==> src/inc/eipc_consts.vh <==
// Overview of operation
// Ext 2/3 edge chosen by polarity bits
// Ext 4-6 rising; sources 5, 6 inverted
// Ext 2 from four pulse flags, manual clear
// Ext 3 busy fall, ext 4 status change
// Ext 5 from EEPROM done or SPI
// Ext 6 from transfer, ticks, temperature
// Ext 0/1 from mapped pins, auto clear
// Enable gates interrupt; hardware sets flag
// Secondary sources have own enable, flag
// Primary flags clear on vectoring
// Secondary flags clear only on zero write
// Bit operations are byte read-modify-write
// Software clears flags with ones-mask byte
// Transfer, tick, temp bits at 0,1,2,4
// Pulse and SPI bits at 6,5,7
// Six priority groups pair sources
// Two priority bits give four levels
// Fixed polling order breaks ties
// Core source vector addresses
// Ext 2 to 6 vector addresses
// Software sets priorities once at start
// Only higher priority preempts; call next
// Defer acknowledge on return or enable write
// Reset clears flags, enables, priorities
// Shared request from flag and enable
`ifndef EIPC_CONSTS_VH
`define EIPC_CONSTS_VH
`define EIPC_ADDR_TMRF 16'h0088
`define EIPC_ADDR_ENB0 16'h00a8
`define EIPC_ADDR_IPLO 16'h00a9
`define EIPC_ADDR_IEN2 16'h009a
`define EIPC_ADDR_ENB1 16'h00b8
`define EIPC_ADDR_IPHI 16'h00b9
`define EIPC_ADDR_T2CTL 16'h00c8
`define EIPC_ADDR_IRQF 16'h00c0
`define EIPC_ADDR_SECFA 16'h00e8
`define EIPC_ADDR_SECFB 16'h00f8
`define EIPC_ADDR_SECEA 16'h2700
`define EIPC_ADDR_SECEB 16'h2701
`define EIPC_RESET_BYTE 8'h00
`define EIPC_BIT_INT3_EDGE 6
`define EIPC_BIT_INT2_EDGE 5
`define EIPC_BIT_XFER 0
`define EIPC_BIT_SEC 1
`define EIPC_BIT_MIN 2
`define EIPC_BIT_TEMP 4
`define EIPC_BIT_YPUL 5
`define EIPC_BIT_XPUL 6
`define EIPC_BIT_EEX 7
`define EIPC_BIT_VPUL 5
`define EIPC_BIT_WPUL 6
`define EIPC_BIT_SPI 7
`define EIPC_BIT_PLLUP 0
`define EIPC_BIT_PLLDN 1
`define EIPC_VEC_EXT0 16'h0003
`define EIPC_VEC_TMR0 16'h000b
`define EIPC_VEC_EXT1 16'h0013
`define EIPC_VEC_TMR1 16'h001b
`define EIPC_VEC_SER0 16'h0023
`define EIPC_VEC_SER1 16'h0083
`define EIPC_VEC_EXT2 16'h004b
`define EIPC_VEC_EXT3 16'h0053
`define EIPC_VEC_EXT4 16'h005b
`define EIPC_VEC_EXT5 16'h0063
`define EIPC_VEC_EXT6 16'h006b
`define EIPC_NSRC 11
`endif

==> src/hdl/eipc_edge_detect.v <==
`timescale 1ns/10ps
// Two-stage synchroniser plus edge detector; rise/fall chosen per use
module eipc_edge_detect (
  // System
  input wire clk_sys,
  input wire rst,
  // Signal
  input wire sigIn,
  input wire riseSel,
  // Result
  output wire edgePulse
);
  reg syncA_reg;
  reg syncB_reg;
  reg last_reg;
  always @(posedge clk_sys) begin
    if (rst) begin
      syncA_reg <= 1'b0;
      syncB_reg <= 1'b0;
      last_reg <= 1'b0;
    end else begin
      syncA_reg <= sigIn;
      syncB_reg <= syncA_reg;
      last_reg <= syncB_reg;
    end
  end
  assign edgePulse = riseSel ? (syncB_reg & ~last_reg) : (~syncB_reg & last_reg);
endmodule

==> src/hdl/eipc_secondary_flag.v <==
`timescale 1ns/10ps
`include "eipc_consts.vh"
// Secondary flag: set by event, cleared only by a zero written to it
module eipc_secondary_flag (
  // System
  input wire clk_sys,
  input wire rst,
  // Control
  input wire setEvt,
  input wire wrStb,
  input wire wrBit,
  // State
  output reg flag_reg
);
  always @(posedge clk_sys) begin
    if (rst) begin
      flag_reg <= 1'b0;
    end else if (setEvt) begin
      flag_reg <= 1'b1;
    end else if (wrStb && !wrBit) begin
      flag_reg <= 1'b0;
    end
  end
endmodule

==> src/hdl/eipc_irq_ctrl.v <==
`timescale 1ns/10ps
`include "eipc_consts.vh"
module eipc_irq_ctrl (
  // System
  input wire clk_sys,
  input wire rst,
  // Register port from the core
  input wire [15:0] regAddr,
  input wire regWr,
  input wire [7:0] regWdata,
  output reg [7:0] regRdata_reg,
  // Core instruction status
  input wire instrBoundary,
  input wire rtnExec,
  input wire serviceDone,
  // Core internal sources
  input wire timer0Ovf,
  input wire timer1Ovf,
  input wire serial0Req,
  input wire serial1Req,
  // Peripheral sources
  input wire dio0In,
  input wire dio1In,
  input wire xPulse,
  input wire yPulse,
  input wire wPulse,
  input wire vPulse,
  input wire ceBusy,
  input wire [2:0] voltage_status,
  input wire eepromBusy,
  input wire spiEvent,
  input wire transfer_busy,
  input wire clock_second_tick,
  input wire clock_minute_tick,
  input wire rtcTempEvent,
  input wire pll_up_event,
  input wire pll_down_event,
  // Vector call to core
  output reg callReq_reg,
  output reg [15:0] callVector_reg,
  output reg timer0Ack_reg,
  output reg timer1Ack_reg,
  output reg pllIrq_reg
);
  localparam ST_IDLE = 1'b0;
  localparam ST_CALL = 1'b1;

  // Register state
  reg [7:0] enb0_reg;
  reg [7:0] enb1_reg;
  reg [7:0] ien2_reg;
  reg [7:0] prioLo_reg;
  reg [7:0] prioHi_reg;
  reg [7:0] t2ctl_reg;
  reg [7:0] tmrf_reg;
  reg [7:0] secEnA_reg;
  reg [7:0] secEnB_reg;
  reg [6:0] extFlag_reg;
  reg state_reg;
  reg [3:0] activeLvl_reg;
  reg [1:0] stackLvl_reg [0:3];
  reg [2:0] depth_reg;
  reg [2:0] voltSync0_reg;
  reg [2:0] voltSync1_reg;
  reg [2:0] voltLast_reg;

  // Write strobes
  wire wrTmrf = regWr && (regAddr == `EIPC_ADDR_TMRF);
  wire wrEnb0 = regWr && (regAddr == `EIPC_ADDR_ENB0);
  wire wrEnb1 = regWr && (regAddr == `EIPC_ADDR_ENB1);
  wire wrIen2 = regWr && (regAddr == `EIPC_ADDR_IEN2);
  wire wrPlo = regWr && (regAddr == `EIPC_ADDR_IPLO);
  wire wrPhi = regWr && (regAddr == `EIPC_ADDR_IPHI);
  wire wrT2 = regWr && (regAddr == `EIPC_ADDR_T2CTL);
  wire wrIrqf = regWr && (regAddr == `EIPC_ADDR_IRQF);
  wire wrSfa = regWr && (regAddr == `EIPC_ADDR_SECFA);
  wire wrSfb = regWr && (regAddr == `EIPC_ADDR_SECFB);
  wire wrSea = regWr && (regAddr == `EIPC_ADDR_SECEA);
  wire wrSeb = regWr && (regAddr == `EIPC_ADDR_SECEB);

  // Edge events from pins and peripherals
  wire e0Fall, e1Fall, xEv, yEv, wEv, vEv, busyEv, eexEv, spiEv;
  wire xferEv, secEv, minEv, tempEv, pllUpEv, pllDnEv;
  wire int2Rise = t2ctl_reg[`EIPC_BIT_INT2_EDGE];
  wire int3Rise = t2ctl_reg[`EIPC_BIT_INT3_EDGE];
  // Ext0/1 pins are falling edge; level mode handled below
  eipc_edge_detect uE0 (.clk_sys(clk_sys), .rst(rst), .sigIn(dio0In), .riseSel(1'b0),
    .edgePulse(e0Fall));
  eipc_edge_detect uE1 (.clk_sys(clk_sys), .rst(rst), .sigIn(dio1In), .riseSel(1'b0),
    .edgePulse(e1Fall));
  eipc_edge_detect uX (.clk_sys(clk_sys), .rst(rst), .sigIn(xPulse), .riseSel(int2Rise),
    .edgePulse(xEv));
  eipc_edge_detect uY (.clk_sys(clk_sys), .rst(rst), .sigIn(yPulse), .riseSel(int2Rise),
    .edgePulse(yEv));
  eipc_edge_detect uW (.clk_sys(clk_sys), .rst(rst), .sigIn(wPulse), .riseSel(int2Rise),
    .edgePulse(wEv));
  eipc_edge_detect uV (.clk_sys(clk_sys), .rst(rst), .sigIn(vPulse), .riseSel(int2Rise),
    .edgePulse(vEv));
  eipc_edge_detect uB (.clk_sys(clk_sys), .rst(rst), .sigIn(ceBusy), .riseSel(int3Rise),
    .edgePulse(busyEv));
  // Inverted sources on 5 and 6 seen rising, i.e. source falling
  eipc_edge_detect uEe (.clk_sys(clk_sys), .rst(rst), .sigIn(~eepromBusy), .riseSel(1'b1),
    .edgePulse(eexEv));
  eipc_edge_detect uSp (.clk_sys(clk_sys), .rst(rst), .sigIn(spiEvent), .riseSel(1'b1),
    .edgePulse(spiEv));
  eipc_edge_detect uXf (.clk_sys(clk_sys), .rst(rst), .sigIn(~transfer_busy), .riseSel(1'b1),
    .edgePulse(xferEv));
  eipc_edge_detect uS (.clk_sys(clk_sys), .rst(rst), .sigIn(clock_second_tick),
    .riseSel(1'b1), .edgePulse(secEv));
  eipc_edge_detect uM (.clk_sys(clk_sys), .rst(rst), .sigIn(clock_minute_tick),
    .riseSel(1'b1), .edgePulse(minEv));
  eipc_edge_detect uT (.clk_sys(clk_sys), .rst(rst), .sigIn(rtcTempEvent), .riseSel(1'b1),
    .edgePulse(tempEv));
  eipc_edge_detect uPu (.clk_sys(clk_sys), .rst(rst), .sigIn(pll_up_event), .riseSel(1'b1),
    .edgePulse(pllUpEv));
  eipc_edge_detect uPd (.clk_sys(clk_sys), .rst(rst), .sigIn(pll_down_event),
    .riseSel(1'b1), .edgePulse(pllDnEv));

  // Ext0/1 level-mode samples, synchronised
  reg [1:0] lvlSync0_reg;
  reg [1:0] lvlSync1_reg;
  always @(posedge clk_sys) begin
    if (rst) begin
      lvlSync0_reg <= 2'b11;
      lvlSync1_reg <= 2'b11;
    end else begin
      lvlSync0_reg <= {dio1In, dio0In};
      lvlSync1_reg <= lvlSync0_reg;
    end
  end

  // Voltage status change detect
  always @(posedge clk_sys) begin
    if (rst) begin
      voltSync0_reg <= 3'h0;
      voltSync1_reg <= 3'h0;
      voltLast_reg <= 3'h0;
    end else begin
      voltSync0_reg <= voltage_status;
      voltSync1_reg <= voltSync0_reg;
      voltLast_reg <= voltSync1_reg;
    end
  end
  wire voltEv = (voltSync1_reg != voltLast_reg);

  // Secondary flags; software byte writes with ones leave bits alone
  wire fXfer, fSec, fMin, fTemp, fY, fX, fEex, fV, fW, fSpi, fPu, fPd;
  eipc_secondary_flag uFXf (.clk_sys(clk_sys), .rst(rst), .setEvt(xferEv), .wrStb(wrSfa),
    .wrBit(regWdata[`EIPC_BIT_XFER]), .flag_reg(fXfer));
  eipc_secondary_flag uFS (.clk_sys(clk_sys), .rst(rst), .setEvt(secEv), .wrStb(wrSfa),
    .wrBit(regWdata[`EIPC_BIT_SEC]), .flag_reg(fSec));
  eipc_secondary_flag uFM (.clk_sys(clk_sys), .rst(rst), .setEvt(minEv), .wrStb(wrSfa),
    .wrBit(regWdata[`EIPC_BIT_MIN]), .flag_reg(fMin));
  eipc_secondary_flag uFT (.clk_sys(clk_sys), .rst(rst), .setEvt(tempEv), .wrStb(wrSfa),
    .wrBit(regWdata[`EIPC_BIT_TEMP]), .flag_reg(fTemp));
  eipc_secondary_flag uFY (.clk_sys(clk_sys), .rst(rst), .setEvt(yEv), .wrStb(wrSfa),
    .wrBit(regWdata[`EIPC_BIT_YPUL]), .flag_reg(fY));
  eipc_secondary_flag uFX (.clk_sys(clk_sys), .rst(rst), .setEvt(xEv), .wrStb(wrSfa),
    .wrBit(regWdata[`EIPC_BIT_XPUL]), .flag_reg(fX));
  eipc_secondary_flag uFE (.clk_sys(clk_sys), .rst(rst), .setEvt(eexEv), .wrStb(wrSfa),
    .wrBit(regWdata[`EIPC_BIT_EEX]), .flag_reg(fEex));
  eipc_secondary_flag uFV (.clk_sys(clk_sys), .rst(rst), .setEvt(vEv), .wrStb(wrSfb),
    .wrBit(regWdata[`EIPC_BIT_VPUL]), .flag_reg(fV));
  eipc_secondary_flag uFW (.clk_sys(clk_sys), .rst(rst), .setEvt(wEv), .wrStb(wrSfb),
    .wrBit(regWdata[`EIPC_BIT_WPUL]), .flag_reg(fW));
  eipc_secondary_flag uFSp (.clk_sys(clk_sys), .rst(rst), .setEvt(spiEv), .wrStb(wrSfb),
    .wrBit(regWdata[`EIPC_BIT_SPI]), .flag_reg(fSpi));
  eipc_secondary_flag uFPu (.clk_sys(clk_sys), .rst(rst), .setEvt(pllUpEv), .wrStb(wrSfb),
    .wrBit(regWdata[`EIPC_BIT_PLLUP]), .flag_reg(fPu));
  eipc_secondary_flag uFPd (.clk_sys(clk_sys), .rst(rst), .setEvt(pllDnEv), .wrStb(wrSfb),
    .wrBit(regWdata[`EIPC_BIT_PLLDN]), .flag_reg(fPd));

  wire [7:0] secFlagA = {fEex, fX, fY, fTemp, 1'b0, fMin, fSec, fXfer};
  wire [7:0] secFlagB = {fSpi, fW, fV, 3'b000, fPd, fPu};

  // Shared request lines: flag and individual enable together
  wire req2 = |(secFlagA[6:5] & secEnA_reg[6:5]) | |(secFlagB[6:5] & secEnB_reg[6:5]);
  wire req5 = (fEex & secEnA_reg[`EIPC_BIT_EEX]) | (fSpi & secEnB_reg[`EIPC_BIT_SPI]);
  wire req6 = |(secFlagA[4:0] & secEnA_reg[4:0]);
  reg req2Last_reg;
  reg req5Last_reg;
  reg req6Last_reg;

  // Sources in polling order: ext0 ser1 t0 ext2 ext1 ext3 t1 ext4 ser0 ext5 ext6
  wire [10:0] srcReq = {extFlag_reg[6], extFlag_reg[5], serial0Req, extFlag_reg[4],
    tmrf_reg[7], extFlag_reg[3], tmrf_reg[3], extFlag_reg[2], tmrf_reg[5], serial1Req,
    tmrf_reg[1]};
  wire [10:0] srcEn = {enb1_reg[5], enb1_reg[4], enb0_reg[4], enb1_reg[3], enb0_reg[3],
    enb1_reg[2], enb0_reg[2], enb1_reg[1], enb0_reg[1], ien2_reg[0], enb0_reg[0]};
  // Group of each polled source
  function [2:0] grpOf;
    input [3:0] idx;
    begin
      grpOf = idx[3:1];
      if (idx == 4'd10) grpOf = 3'd5;
    end
  endfunction
  function [15:0] vecOf;
    input [3:0] idx;
    begin
      case (idx)
        4'd0: vecOf = `EIPC_VEC_EXT0;
        4'd1: vecOf = `EIPC_VEC_SER1;
        4'd2: vecOf = `EIPC_VEC_TMR0;
        4'd3: vecOf = `EIPC_VEC_EXT2;
        4'd4: vecOf = `EIPC_VEC_EXT1;
        4'd5: vecOf = `EIPC_VEC_EXT3;
        4'd6: vecOf = `EIPC_VEC_TMR1;
        4'd7: vecOf = `EIPC_VEC_EXT4;
        4'd8: vecOf = `EIPC_VEC_SER0;
        4'd9: vecOf = `EIPC_VEC_EXT5;
        4'd10: vecOf = `EIPC_VEC_EXT6;
        default: vecOf = 16'h0000;
      endcase
    end
  endfunction

  // Arbitration: highest level wins, earlier poll position on ties
  reg [3:0] bestIdx;
  reg [1:0] bestLvl;
  reg bestValid;
  reg [2:0] g;
  reg [1:0] lvl;
  integer i;
  always @* begin
    bestIdx = 4'd0;
    bestLvl = 2'd0;
    bestValid = 1'b0;
    g = 3'd0;
    lvl = 2'd0;
    for (i = 0; i < `EIPC_NSRC; i = i + 1) begin
      g = grpOf(i[3:0]);
      lvl = {prioHi_reg[g], prioLo_reg[g]};
      if (srcReq[i] && srcEn[i] && enb0_reg[7] &&
          (!bestValid || lvl > bestLvl)) begin
        bestIdx = i[3:0];
        bestLvl = lvl;
        bestValid = 1'b1;
      end
    end
  end
  // Preempt only when above every level in service
  wire preemptOk = !activeLvl_reg[bestLvl] &&
    !(|(activeLvl_reg >> bestLvl));
  wire blockWr = wrEnb0 | wrEnb1 | wrIen2 | wrPlo | wrPhi;
  wire ackNow = (state_reg == ST_IDLE) && bestValid && preemptOk && instrBoundary &&
    !rtnExec && !blockWr;

  // Highest active level, for return tracking
  wire [1:0] topLvl = activeLvl_reg[3] ? 2'd3 : activeLvl_reg[2] ? 2'd2 :
    activeLvl_reg[1] ? 2'd1 : 2'd0;

  always @(posedge clk_sys) begin
    if (rst) begin
      enb0_reg <= `EIPC_RESET_BYTE;
      enb1_reg <= `EIPC_RESET_BYTE;
      ien2_reg <= `EIPC_RESET_BYTE;
      prioLo_reg <= `EIPC_RESET_BYTE;
      prioHi_reg <= `EIPC_RESET_BYTE;
      t2ctl_reg <= `EIPC_RESET_BYTE;
      tmrf_reg <= `EIPC_RESET_BYTE;
      secEnA_reg <= `EIPC_RESET_BYTE;
      secEnB_reg <= `EIPC_RESET_BYTE;
      extFlag_reg <= 7'h00;
      state_reg <= ST_IDLE;
      activeLvl_reg <= 4'h0;
      callReq_reg <= 1'b0;
      callVector_reg <= 16'h0000;
      timer0Ack_reg <= 1'b0;
      timer1Ack_reg <= 1'b0;
      pllIrq_reg <= 1'b0;
      req2Last_reg <= 1'b0;
      req5Last_reg <= 1'b0;
      req6Last_reg <= 1'b0;
    end else begin
      if (wrEnb0) enb0_reg <= regWdata;
      if (wrEnb1) enb1_reg <= regWdata & 8'h3e;
      if (wrIen2) ien2_reg <= regWdata & 8'h01;
      if (wrPlo) prioLo_reg <= regWdata & 8'h3f;
      if (wrPhi) prioHi_reg <= regWdata & 8'h3f;
      if (wrT2) t2ctl_reg <= regWdata;
      if (wrSea) secEnA_reg <= regWdata;
      if (wrSeb) secEnB_reg <= regWdata;
      req2Last_reg <= req2;
      req5Last_reg <= req5;
      req6Last_reg <= req6;
      pllIrq_reg <= (fPu & secEnB_reg[`EIPC_BIT_PLLUP]) |
        (fPd & secEnB_reg[`EIPC_BIT_PLLDN]);
      // Flag register: events set, vectoring clears; set beats clear
      begin : flagUpd
        reg [7:0] tNext;
        reg [6:0] xNext;
        tNext = tmrf_reg;
        xNext = extFlag_reg;
        if (wrTmrf) tNext = regWdata;
        if (wrIrqf) xNext = {regWdata[5:1], 2'b00} | 7'h00;
        if (ackNow) begin
          case (bestIdx)
            4'd0: tNext[1] = 1'b0;
            4'd2: tNext[5] = 1'b0;
            4'd3: xNext[2] = 1'b0;
            4'd4: tNext[3] = 1'b0;
            4'd5: xNext[3] = 1'b0;
            4'd6: tNext[7] = 1'b0;
            4'd7: xNext[4] = 1'b0;
            4'd9: xNext[5] = 1'b0;
            4'd10: xNext[6] = 1'b0;
            default: xNext = xNext;
          endcase
        end
        if (tmrf_reg[0] ? e0Fall : !lvlSync1_reg[0]) tNext[1] = 1'b1;
        if (tmrf_reg[2] ? e1Fall : !lvlSync1_reg[1]) tNext[3] = 1'b1;
        if (timer0Ovf) tNext[5] = 1'b1;
        if (timer1Ovf) tNext[7] = 1'b1;
        if (req2 && !req2Last_reg) xNext[2] = 1'b1;
        if (busyEv) xNext[3] = 1'b1;
        if (voltEv) xNext[4] = 1'b1;
        if (req5 && !req5Last_reg) xNext[5] = 1'b1;
        if (req6 && !req6Last_reg) xNext[6] = 1'b1;
        tmrf_reg <= tNext;
        extFlag_reg <= xNext;
      end
      timer0Ack_reg <= ackNow && (bestIdx == 4'd2);
      timer1Ack_reg <= ackNow && (bestIdx == 4'd6);
      case (state_reg)
        ST_IDLE: begin
          callReq_reg <= 1'b0;
          if (ackNow) begin
            callReq_reg <= 1'b1;
            callVector_reg <= vecOf(bestIdx);
            activeLvl_reg[bestLvl] <= 1'b1;
            state_reg <= ST_CALL;
          end else if (serviceDone) begin
            activeLvl_reg[topLvl] <= 1'b0;
          end
        end
        ST_CALL: begin
          callReq_reg <= 1'b0;
          state_reg <= ST_IDLE;
        end
        default: state_reg <= ST_IDLE;
      endcase
    end
  end

  // Read mux, registered
  always @(posedge clk_sys) begin
    if (rst) begin
      regRdata_reg <= 8'h00;
    end else begin
      case (regAddr)
        `EIPC_ADDR_TMRF: regRdata_reg <= tmrf_reg;
        `EIPC_ADDR_ENB0: regRdata_reg <= enb0_reg;
        `EIPC_ADDR_ENB1: regRdata_reg <= enb1_reg;
        `EIPC_ADDR_IEN2: regRdata_reg <= ien2_reg;
        `EIPC_ADDR_IPLO: regRdata_reg <= prioLo_reg;
        `EIPC_ADDR_IPHI: regRdata_reg <= prioHi_reg;
        `EIPC_ADDR_T2CTL: regRdata_reg <= t2ctl_reg & 8'h60;
        `EIPC_ADDR_IRQF: regRdata_reg <= {2'b00, extFlag_reg[6:2], 1'b0};
        `EIPC_ADDR_SECFA: regRdata_reg <= secFlagA;
        `EIPC_ADDR_SECFB: regRdata_reg <= secFlagB;
        `EIPC_ADDR_SECEA: regRdata_reg <= secEnA_reg;
        `EIPC_ADDR_SECEB: regRdata_reg <= secEnB_reg;
        default: regRdata_reg <= 8'h00;
      endcase
    end
  end
endmodule

==> config.mk <==
export PLATFORM = sky130hd
export DESIGN_NAME = eipc_irq_ctrl
export DESIGN_NICKNAME = d
export VERILOG_FILES = /design/src/hdl/eipc_edge_detect.v /design/src/hdl/eipc_secondary_flag.v /design/src/hdl/eipc_irq_ctrl.v
export VERILOG_INCLUDE_DIRS = /design/src /design/src/inc
export SDC_FILE = /design/constraint.sdc
export NUM_CORES = 1
export LEC_CHECK = 0
export BUFFER_PORTS_ARGS = -buffer_cell sky130_fd_sc_hd__buf_2
export CAP_MARGIN = 40
export CORE_UTILIZATION = 45
export DETAILED_ROUTE_END_ITERATION = 10
export HOLD_SLACK_MARGIN = 0.02
export PLACE_DENSITY = 0.62
export SETUP_SLACK_MARGIN = 0.02
export SKIP_CTS_REPAIR_TIMING = 1
export SYNTH_ARGS = -nofsm -noshare
export SYNTH_HDL_FRONTEND = slang
export SYNTH_SLANG_ARGS = --single-unit
==> constraint.sdc <==
create_clock -name clk_sys -period 16.05 [get_ports clk_sys]
set_input_delay 0.8025 -clock clk_sys [delete_from_list [all_inputs] [get_ports clk_sys]]
set_output_delay 0.8025 -clock clk_sys [all_outputs]
set_load 0.02 [all_outputs]
; ---- After elaboration in Yosys (flattened, before gate mapping)
; Memories as Yosys holds them, arrays and structs flattened. A register that Yosys moved wholly into a read port is not among the register bits.
; Index checks and enable logic that the tools add are counted.
[totals]
input_bits = 52
register_bits = 169
rom_bits = 112
n_memories = 1
wordCells = 407
out_inout_bits = 28
[op_classes]
n_lt_le_gt_ge = 14
shift = 1
n_reduce_logical = 125
muxes = 102
n_eq_ne = 21
bitwise = 60
[mem_list]
columns = memory, words, word_bits, rd, rd_ports_with_merged_regs, wr, line
row1 = (no name shown), 16, 7, 1, 1, 0, eipc_irq_ctrl.v:201  ; case (idx)
[ops]
columns = operator, n
row1 = equality test 16 x 8 -> 1 bit (second input constant), 10
row2 = case mux 8 bit (12 select lines), 1
row3 = 2-to-1 mux 1 bit, 70
row4 = logical AND 1 bit, 69
row5 = 2-to-1 mux 4 bit, 10
row6 = equality test 16 x 14 -> 1 bit (second input constant), 2
row7 = 2-to-1 mux 2 bit, 14
row8 = logical NOT 1 bit, 26
row9 = nonzero test 2 bit, 13
row10 = bitwise AND 1 bit, 24
row11 = inverter 1 bit, 23
row12 = > comparator 2 bit, 10
row13 = equality test 4 x 3 -> 1 bit (second input constant), 4
row14 = 2-to-1 mux 7 bit, 2
row15 = logical OR 1 bit, 10
row16 = equality test 4 x 2 -> 1 bit (second input constant), 2
row17 = equality test 4 bit (second input constant), 2
row18 = 2-to-1 mux 8 bit, 1
row19 = bitwise OR 1 bit, 7
row20 = < comparator 2 x 3 -> 1 bit (second input constant), 2
row21 = bitwise AND 5 bit, 1
row22 = OR reduction 5 bit, 1
row23 = bitwise AND 2 bit, 2
row24 = bitwise AND 4 bit, 1
row25 = 12 further kinds, 16

; ---- Logic depth before layout (Yosys ltp)
[logic_depth]
word_depth = 53
mapped_depth = 60
mapped_depth_nobuf = 59

; ---- Cells and area by module
; From an unflattened synthesis, not the netlist that was laid out.
[unflattened]
cells_unflattened = 836
area_unflattened_um2 = 7529.7
[by_module_without_submodules]
columns = mod, n_inst, seq_area_each_um2, area_per_inst_um2, cells_per_inst
row1 = eipc_irq_ctrl, 1, 1901.8, 5454.0, 653
row2 = eipc_edge_detect, 15, 60.1, 101.3, 9
row3 = eipc_secondary_flag, 12, 20.0, 46.3, 4

; ---- Worst setup path after synthesis
; Ideal clock, no wire load.
[synth_path]
kind = input to register
from = in serial1Req
to = reg tmrf_reg[7]
arrival_time_ps = 12348
path_buffers = 1
setup_slack_ps = 3582
path_stages = 58
setup_ps = 120
required_ps = 15930
cell_sequence = a22o_1 and3_1 ha_1 nor3b_1 a211oi_1 or3_1 nand2_1 ha_1 nor2_1 o2111ai_1 or4_1 o211ai_2 ha_1 o311a_1 or3_1 mux2_2 ha_1 o32a_1 (+22 left out) nor2b_1 a2bb2oi_1 a21o_1 a22oi_1 o211a_1 a211oi_4 inv_2 ha_1 nand2b_1 a221oi_1 a21o_1 buf_2 a31o_2 o22ai_1 nor3_1 a21oi_2 or4_4 o31a_1
[synth_between]
elab_chain_cells = 50
word_cells_on_any_way = 85
classes_between = 9 x order compare / 1 x eq/ne / 1 x shift / 35 x mux / 39 x reduce/logical
[synth_lines]
columns = item, line
row1 = start: declaration, eipc_irq_ctrl.v:20  ; input wire serial1Req,
row2 = logical AND 1 bit * (3 in series), eipc_irq_ctrl.v:234  ; if (srcReq[i] && srcEn[i] && enb0_reg[7] &&
row3 = 2-to-1 mux 2 bit / 2-to-1 mux 1 bit (equally long branches), eipc_irq_ctrl.v:234
row4 = > comparator 2 bit / logical NOT 1 bit (equally long branches), eipc_irq_ctrl.v:235  ; (!bestValid || lvl > bestLvl)) begin
row5 = logical OR 1 bit, eipc_irq_ctrl.v:235
row6 = logical AND 1 bit, eipc_irq_ctrl.v:234
row7 = 2-to-1 mux 2 bit / 2-to-1 mux 1 bit (equally long branches), eipc_irq_ctrl.v:234
row8 = > comparator 2 bit / logical NOT 1 bit (equally long branches), eipc_irq_ctrl.v:235
row9 = logical OR 1 bit, eipc_irq_ctrl.v:235
row10 = (+30 left out), n/a
row11 = right shift 4 x 2 -> 4 bit / binary-select mux 1 bit (select 2 bit) (equally long branches), "eipc_irq_ctrl.v:244, eipc_irq_ctrl.v:243"
row12 = OR reduction 4 bit / 2-to-1 mux 1 bit (equally long branches), "eipc_irq_ctrl.v:244, eipc_irq_ctrl.v:243"
row13 = "logical NOT 1 bit, on equally long branches", "eipc_irq_ctrl.v:244, eipc_irq_ctrl.v:243"
row14 = logical AND 1 bit, eipc_irq_ctrl.v:243  ; wire preemptOk = !activeLvl_reg[bestLvl] &&
row15 = logical AND 1 bit (3 in series), eipc_irq_ctrl.v:246  ; wire ackNow = (state_reg == ST_IDLE) && bestValid && preemptOk && instrBoundary &&
row16 = logical AND 1 bit, eipc_irq_ctrl.v:247  ; !rtnExec && !blockWr;
row17 = 2-to-1 mux 1 bit *, eipc_irq_ctrl.v:297  ; if (ackNow) begin
row18 = 2-to-1 mux 1 bit *, eipc_irq_ctrl.v:314  ; if (timer1Ovf) tNext[7] = 1'b1;
row19 = end signal: assignment, eipc_irq_ctrl.v:261  ; tmrf_reg <= `EIPC_RESET_BYTE;
row20 = end signal: assignment, eipc_irq_ctrl.v:320  ; tmrf_reg <= tNext;
row21 = end: declaration, eipc_irq_ctrl.v:55  ; reg [7:0] tmrf_reg;
; Mark *: on every way between the ends. The rest lies on a longest branch, timed or not. The select of a mux whose other input is x is not followed.
; A chain may end at the register's enable or synchronous reset.

; ---- Worst setup path after layout
; Ends and elaborated chain as after synthesis.

==> impl_metrics.json <==
{
  "run_status": "completed",
  "drc": 0,
  "cts.sinks": 152,
  "p_comb_frac": 0.043,
  "clk_latency_ns": 0.43,
  "maxCapViolCount": 0,
  "std_cell_rows": 45,
  "cts_root_buf": "clkbuf_16",
  "min_path_type": "register to register",
  "p_sw_frac": 0.219,
  "drv_slew": 0,
  "critPathRequiredTime_ns": 16.36,
  "cp_common_cell": "ha_1",
  "startpoint_type": "primary input",
  "grt_pass1_wl_mm": 30.5,
  "synth_edf_count": 0,
  "syn_avg_cell_area_um2": 8.63,
  "antenna_found_initial": 0,
  "place_congestion": 0.853,
  "total_leakage_power_uw": 0.00303,
  "switching_power_uw": 182,
  "drive_gt1_frac": 0.154,
  "yosysSeqAreaShare": 0.429,
  "p_seq_frac": 0.471,
  "worst_slew_pin_slew_ns": 0.885,
  "ant_nets": 0,
  "cts_inserted_buffers": 17,
  "p_per_area_nw_per_um2": 101,
  "slowest_stage": "or4_4",
  "grt_usage": 0.242,
  "finalNetCount": 941,
  "grt_max_degree": 68,
  "p_int_uw": 648,
  "fin_crit_ns": 13.73,
  "setup_viol": 0,
  "die_height_um": 128,
  "ys_warn_count": 0,
  "vias": 6352,
  "synthToLayoutAreaGrowth_pct": 15.4,
  "grt_pass1_vias": 6070,
  "clkTransAtPathRegs_ns": 0.06,
  "dieWidth_um": 128,
  "fmax_mhz": 72.8,
  "cp.arrival_ns": 14.05,
  "crit_type": "primary input to register",
  "synth_top_flop_cell": "dfxtp_1",
  "max_stage_delay_ns": 0.61,
  "wl_per_cell_um": 17.3,
  "routed_wl_mm": 19.0,
  "start_util": 0.463,
  "cts_buffer_depth": 2,
  "clockPowerShare": 0.486,
  "ys_types": 76,
  "ir_drop_v": 0.0000728,
  "rsz0062_at_grt": "false",
  "p_total_uw": 830,
  "relSlewSlack": 0.409,
  "synth_seq_cells": 152,
  "netlist_area_um2": 7090,
  "finalSetupTns_ns": 0,
  "htreeDepth": 4,
  "endpoint_kind": "register",
  "dieArea_um2": 16300,
  "drtPass1Iterations": 6,
  "portBuffers": 70,
  "drtIter0Drc": 487,
  "fillers": 1447,
  "overflow": 0,
  "finalClockSkew_ns": 0.00587,
  "diodes": 0,
  "cts_tree": "done",
  "min_period_over_period": 0.856,
  "async_flop_share": 0,
  "design.core.area_um2": 15300,
  "ios": 80,
  "dp.final_hpwl_mm": 13.9,
  "synth_cells": 822,
  "path_max_fanout": 12,
  "via_per_inst": 5.79,
  "hold_viol": 0
}
[per-layer routing]
layer / up-vias / GRT usage / share of wire
li1: 3044 / - / -
met1: 3020 / 0.295 / 0.43
met2: 252 / 0.408 / 0.48
met3: 36 / 0.0490 / 0.063
met4: 0 / 0.114 / 0.027
met5: - / 0 / 0
[critical path, delay by kind of cell]
family          cells  cell delay, ns
fa+ha+maj          11            2.99
compound gates     25            4.96
simple gates       18            4.02
buf+inv             2            0.22
mux                 3            1.03
[cells by family after synthesis]
kind of cell    after synthesis  share of synthesized area
xor+xnor                      3                    0.00371
flops                       152                      0.429
simple gates                323                      0.231
compound gates              220                      0.209
mux                          27                     0.0482
fa+ha+maj                    17                     0.0293
other cells                   1                   0.000529
buf+inv                      79                     0.0483
[worst paths after layout]
kind,to,from,slack [ns],depth (start not counted)
worst max-delay path,tmrf_reg[7],serial1Req,2.32,59
worst min-delay path,lvlSync1_reg[1],lvlSync0_reg[1],0.41,1
worst max register to register,tmrf_reg[7],tmrf_reg[1],2.35,58
worst min register to register,lvlSync1_reg[1],lvlSync0_reg[1],0.41,1
[through the flow]
| step | setup slack [ns] | hold WS [ns] | instances | area [um2] | utilization |
|---|---|---|---|---|---|
| final | 2.32 | 0.413 | 1098 | 8180 | 0.534 |
| after global routing | 1.32 | 0.433 | 1098 | 8180 | 0.534 |
| after CTS | 2.39 | 0.411 | 1098 | 8180 | 0.534 |
| after detailed placement | 1.98 | 0.397 | 1066 | 7580 | 0.495 |
| after global placement | 2.79 | 0.398 | 1063 | 7540 | 0.492 |
| after floorplan | 3.58 | 0.389 | 830 | 7120 | - |
[synthesized netlist by cell type, types with 11 or more instances]
| master | count | area [um2] |
|---|---|---|
| buf_4 | 11 | 82.6 |
| a22oi_1 | 22 | 165 |
| mux2i_1 | 18 | 180 |
| nand2b_1 | 11 | 68.8 |
| nand2_1 | 107 | 402 |
| nor3_1 | 12 | 60.1 |
| ha_1 | 15 | 188 |
| nor2b_1 | 54 | 338 |
| o21ai_0 | 34 | 170 |
| a31oi_1 | 18 | 113 |
| a21oi_1 | 69 | 345 |
| clkbuf_1 | 33 | 124 |
| inv_1 | 23 | 86.3 |
| nor2_1 | 47 | 176 |
| nand3_1 | 28 | 140 |
| dfxtp_1 | 152 | 3040 |
[power by group through the flow]
stage	clock network (uW)	registers, uW	logic [uW]
2_1_floorplan	0	397	24.6
3_3_place_gp	0	399	34.3
3_5_place_dp	0	399	35.7
4_1_cts	410	391	35.9
5_1_grt	426	391	39.7
6_report	403	391	35.9
[final cells by class]
type | count | area (um2) | share of cell area
well taps | 211 | 264 | 0.0323
clock buffers | 21 | 450 | 0.0551
inverters | 25 | 93.8 | 0.0115
flip-flops and latches | 152 | 3040 | 0.372
clock inverters | 11 | 148 | 0.0180
repair buffers | 79 | 442 | 0.0540
multi-input cells | 599 | 3740 | 0.457
[cells in the final DEF, fill, tap and decap left out, types with 5 or more instances in the layout]
master     count
nand2b_1      11
a31oi_1       18
nor2_1        47
a21boi_0       6
buf_2         70
a22oi_1       22
mux4_2         5
a222oi_1       9
nand3_1       28
and3_1         7
inv_1         23
buf_4          7
nand3b_1       7
a22o_1         8
mux2i_1       18
o21ai_0       34
dfxtp_1      152
ha_1          15
nor4_1         9
or3_1          5
a21o_1         5
a211oi_1       6
or2_2          6
nor2b_1       54
nand4_1        5
a21oi_1       69
nand2_1      107
nor3_1        12
and2_1         6
conb_1         9
clkbuf_16     17
Power figures use the tool's default switching activity.
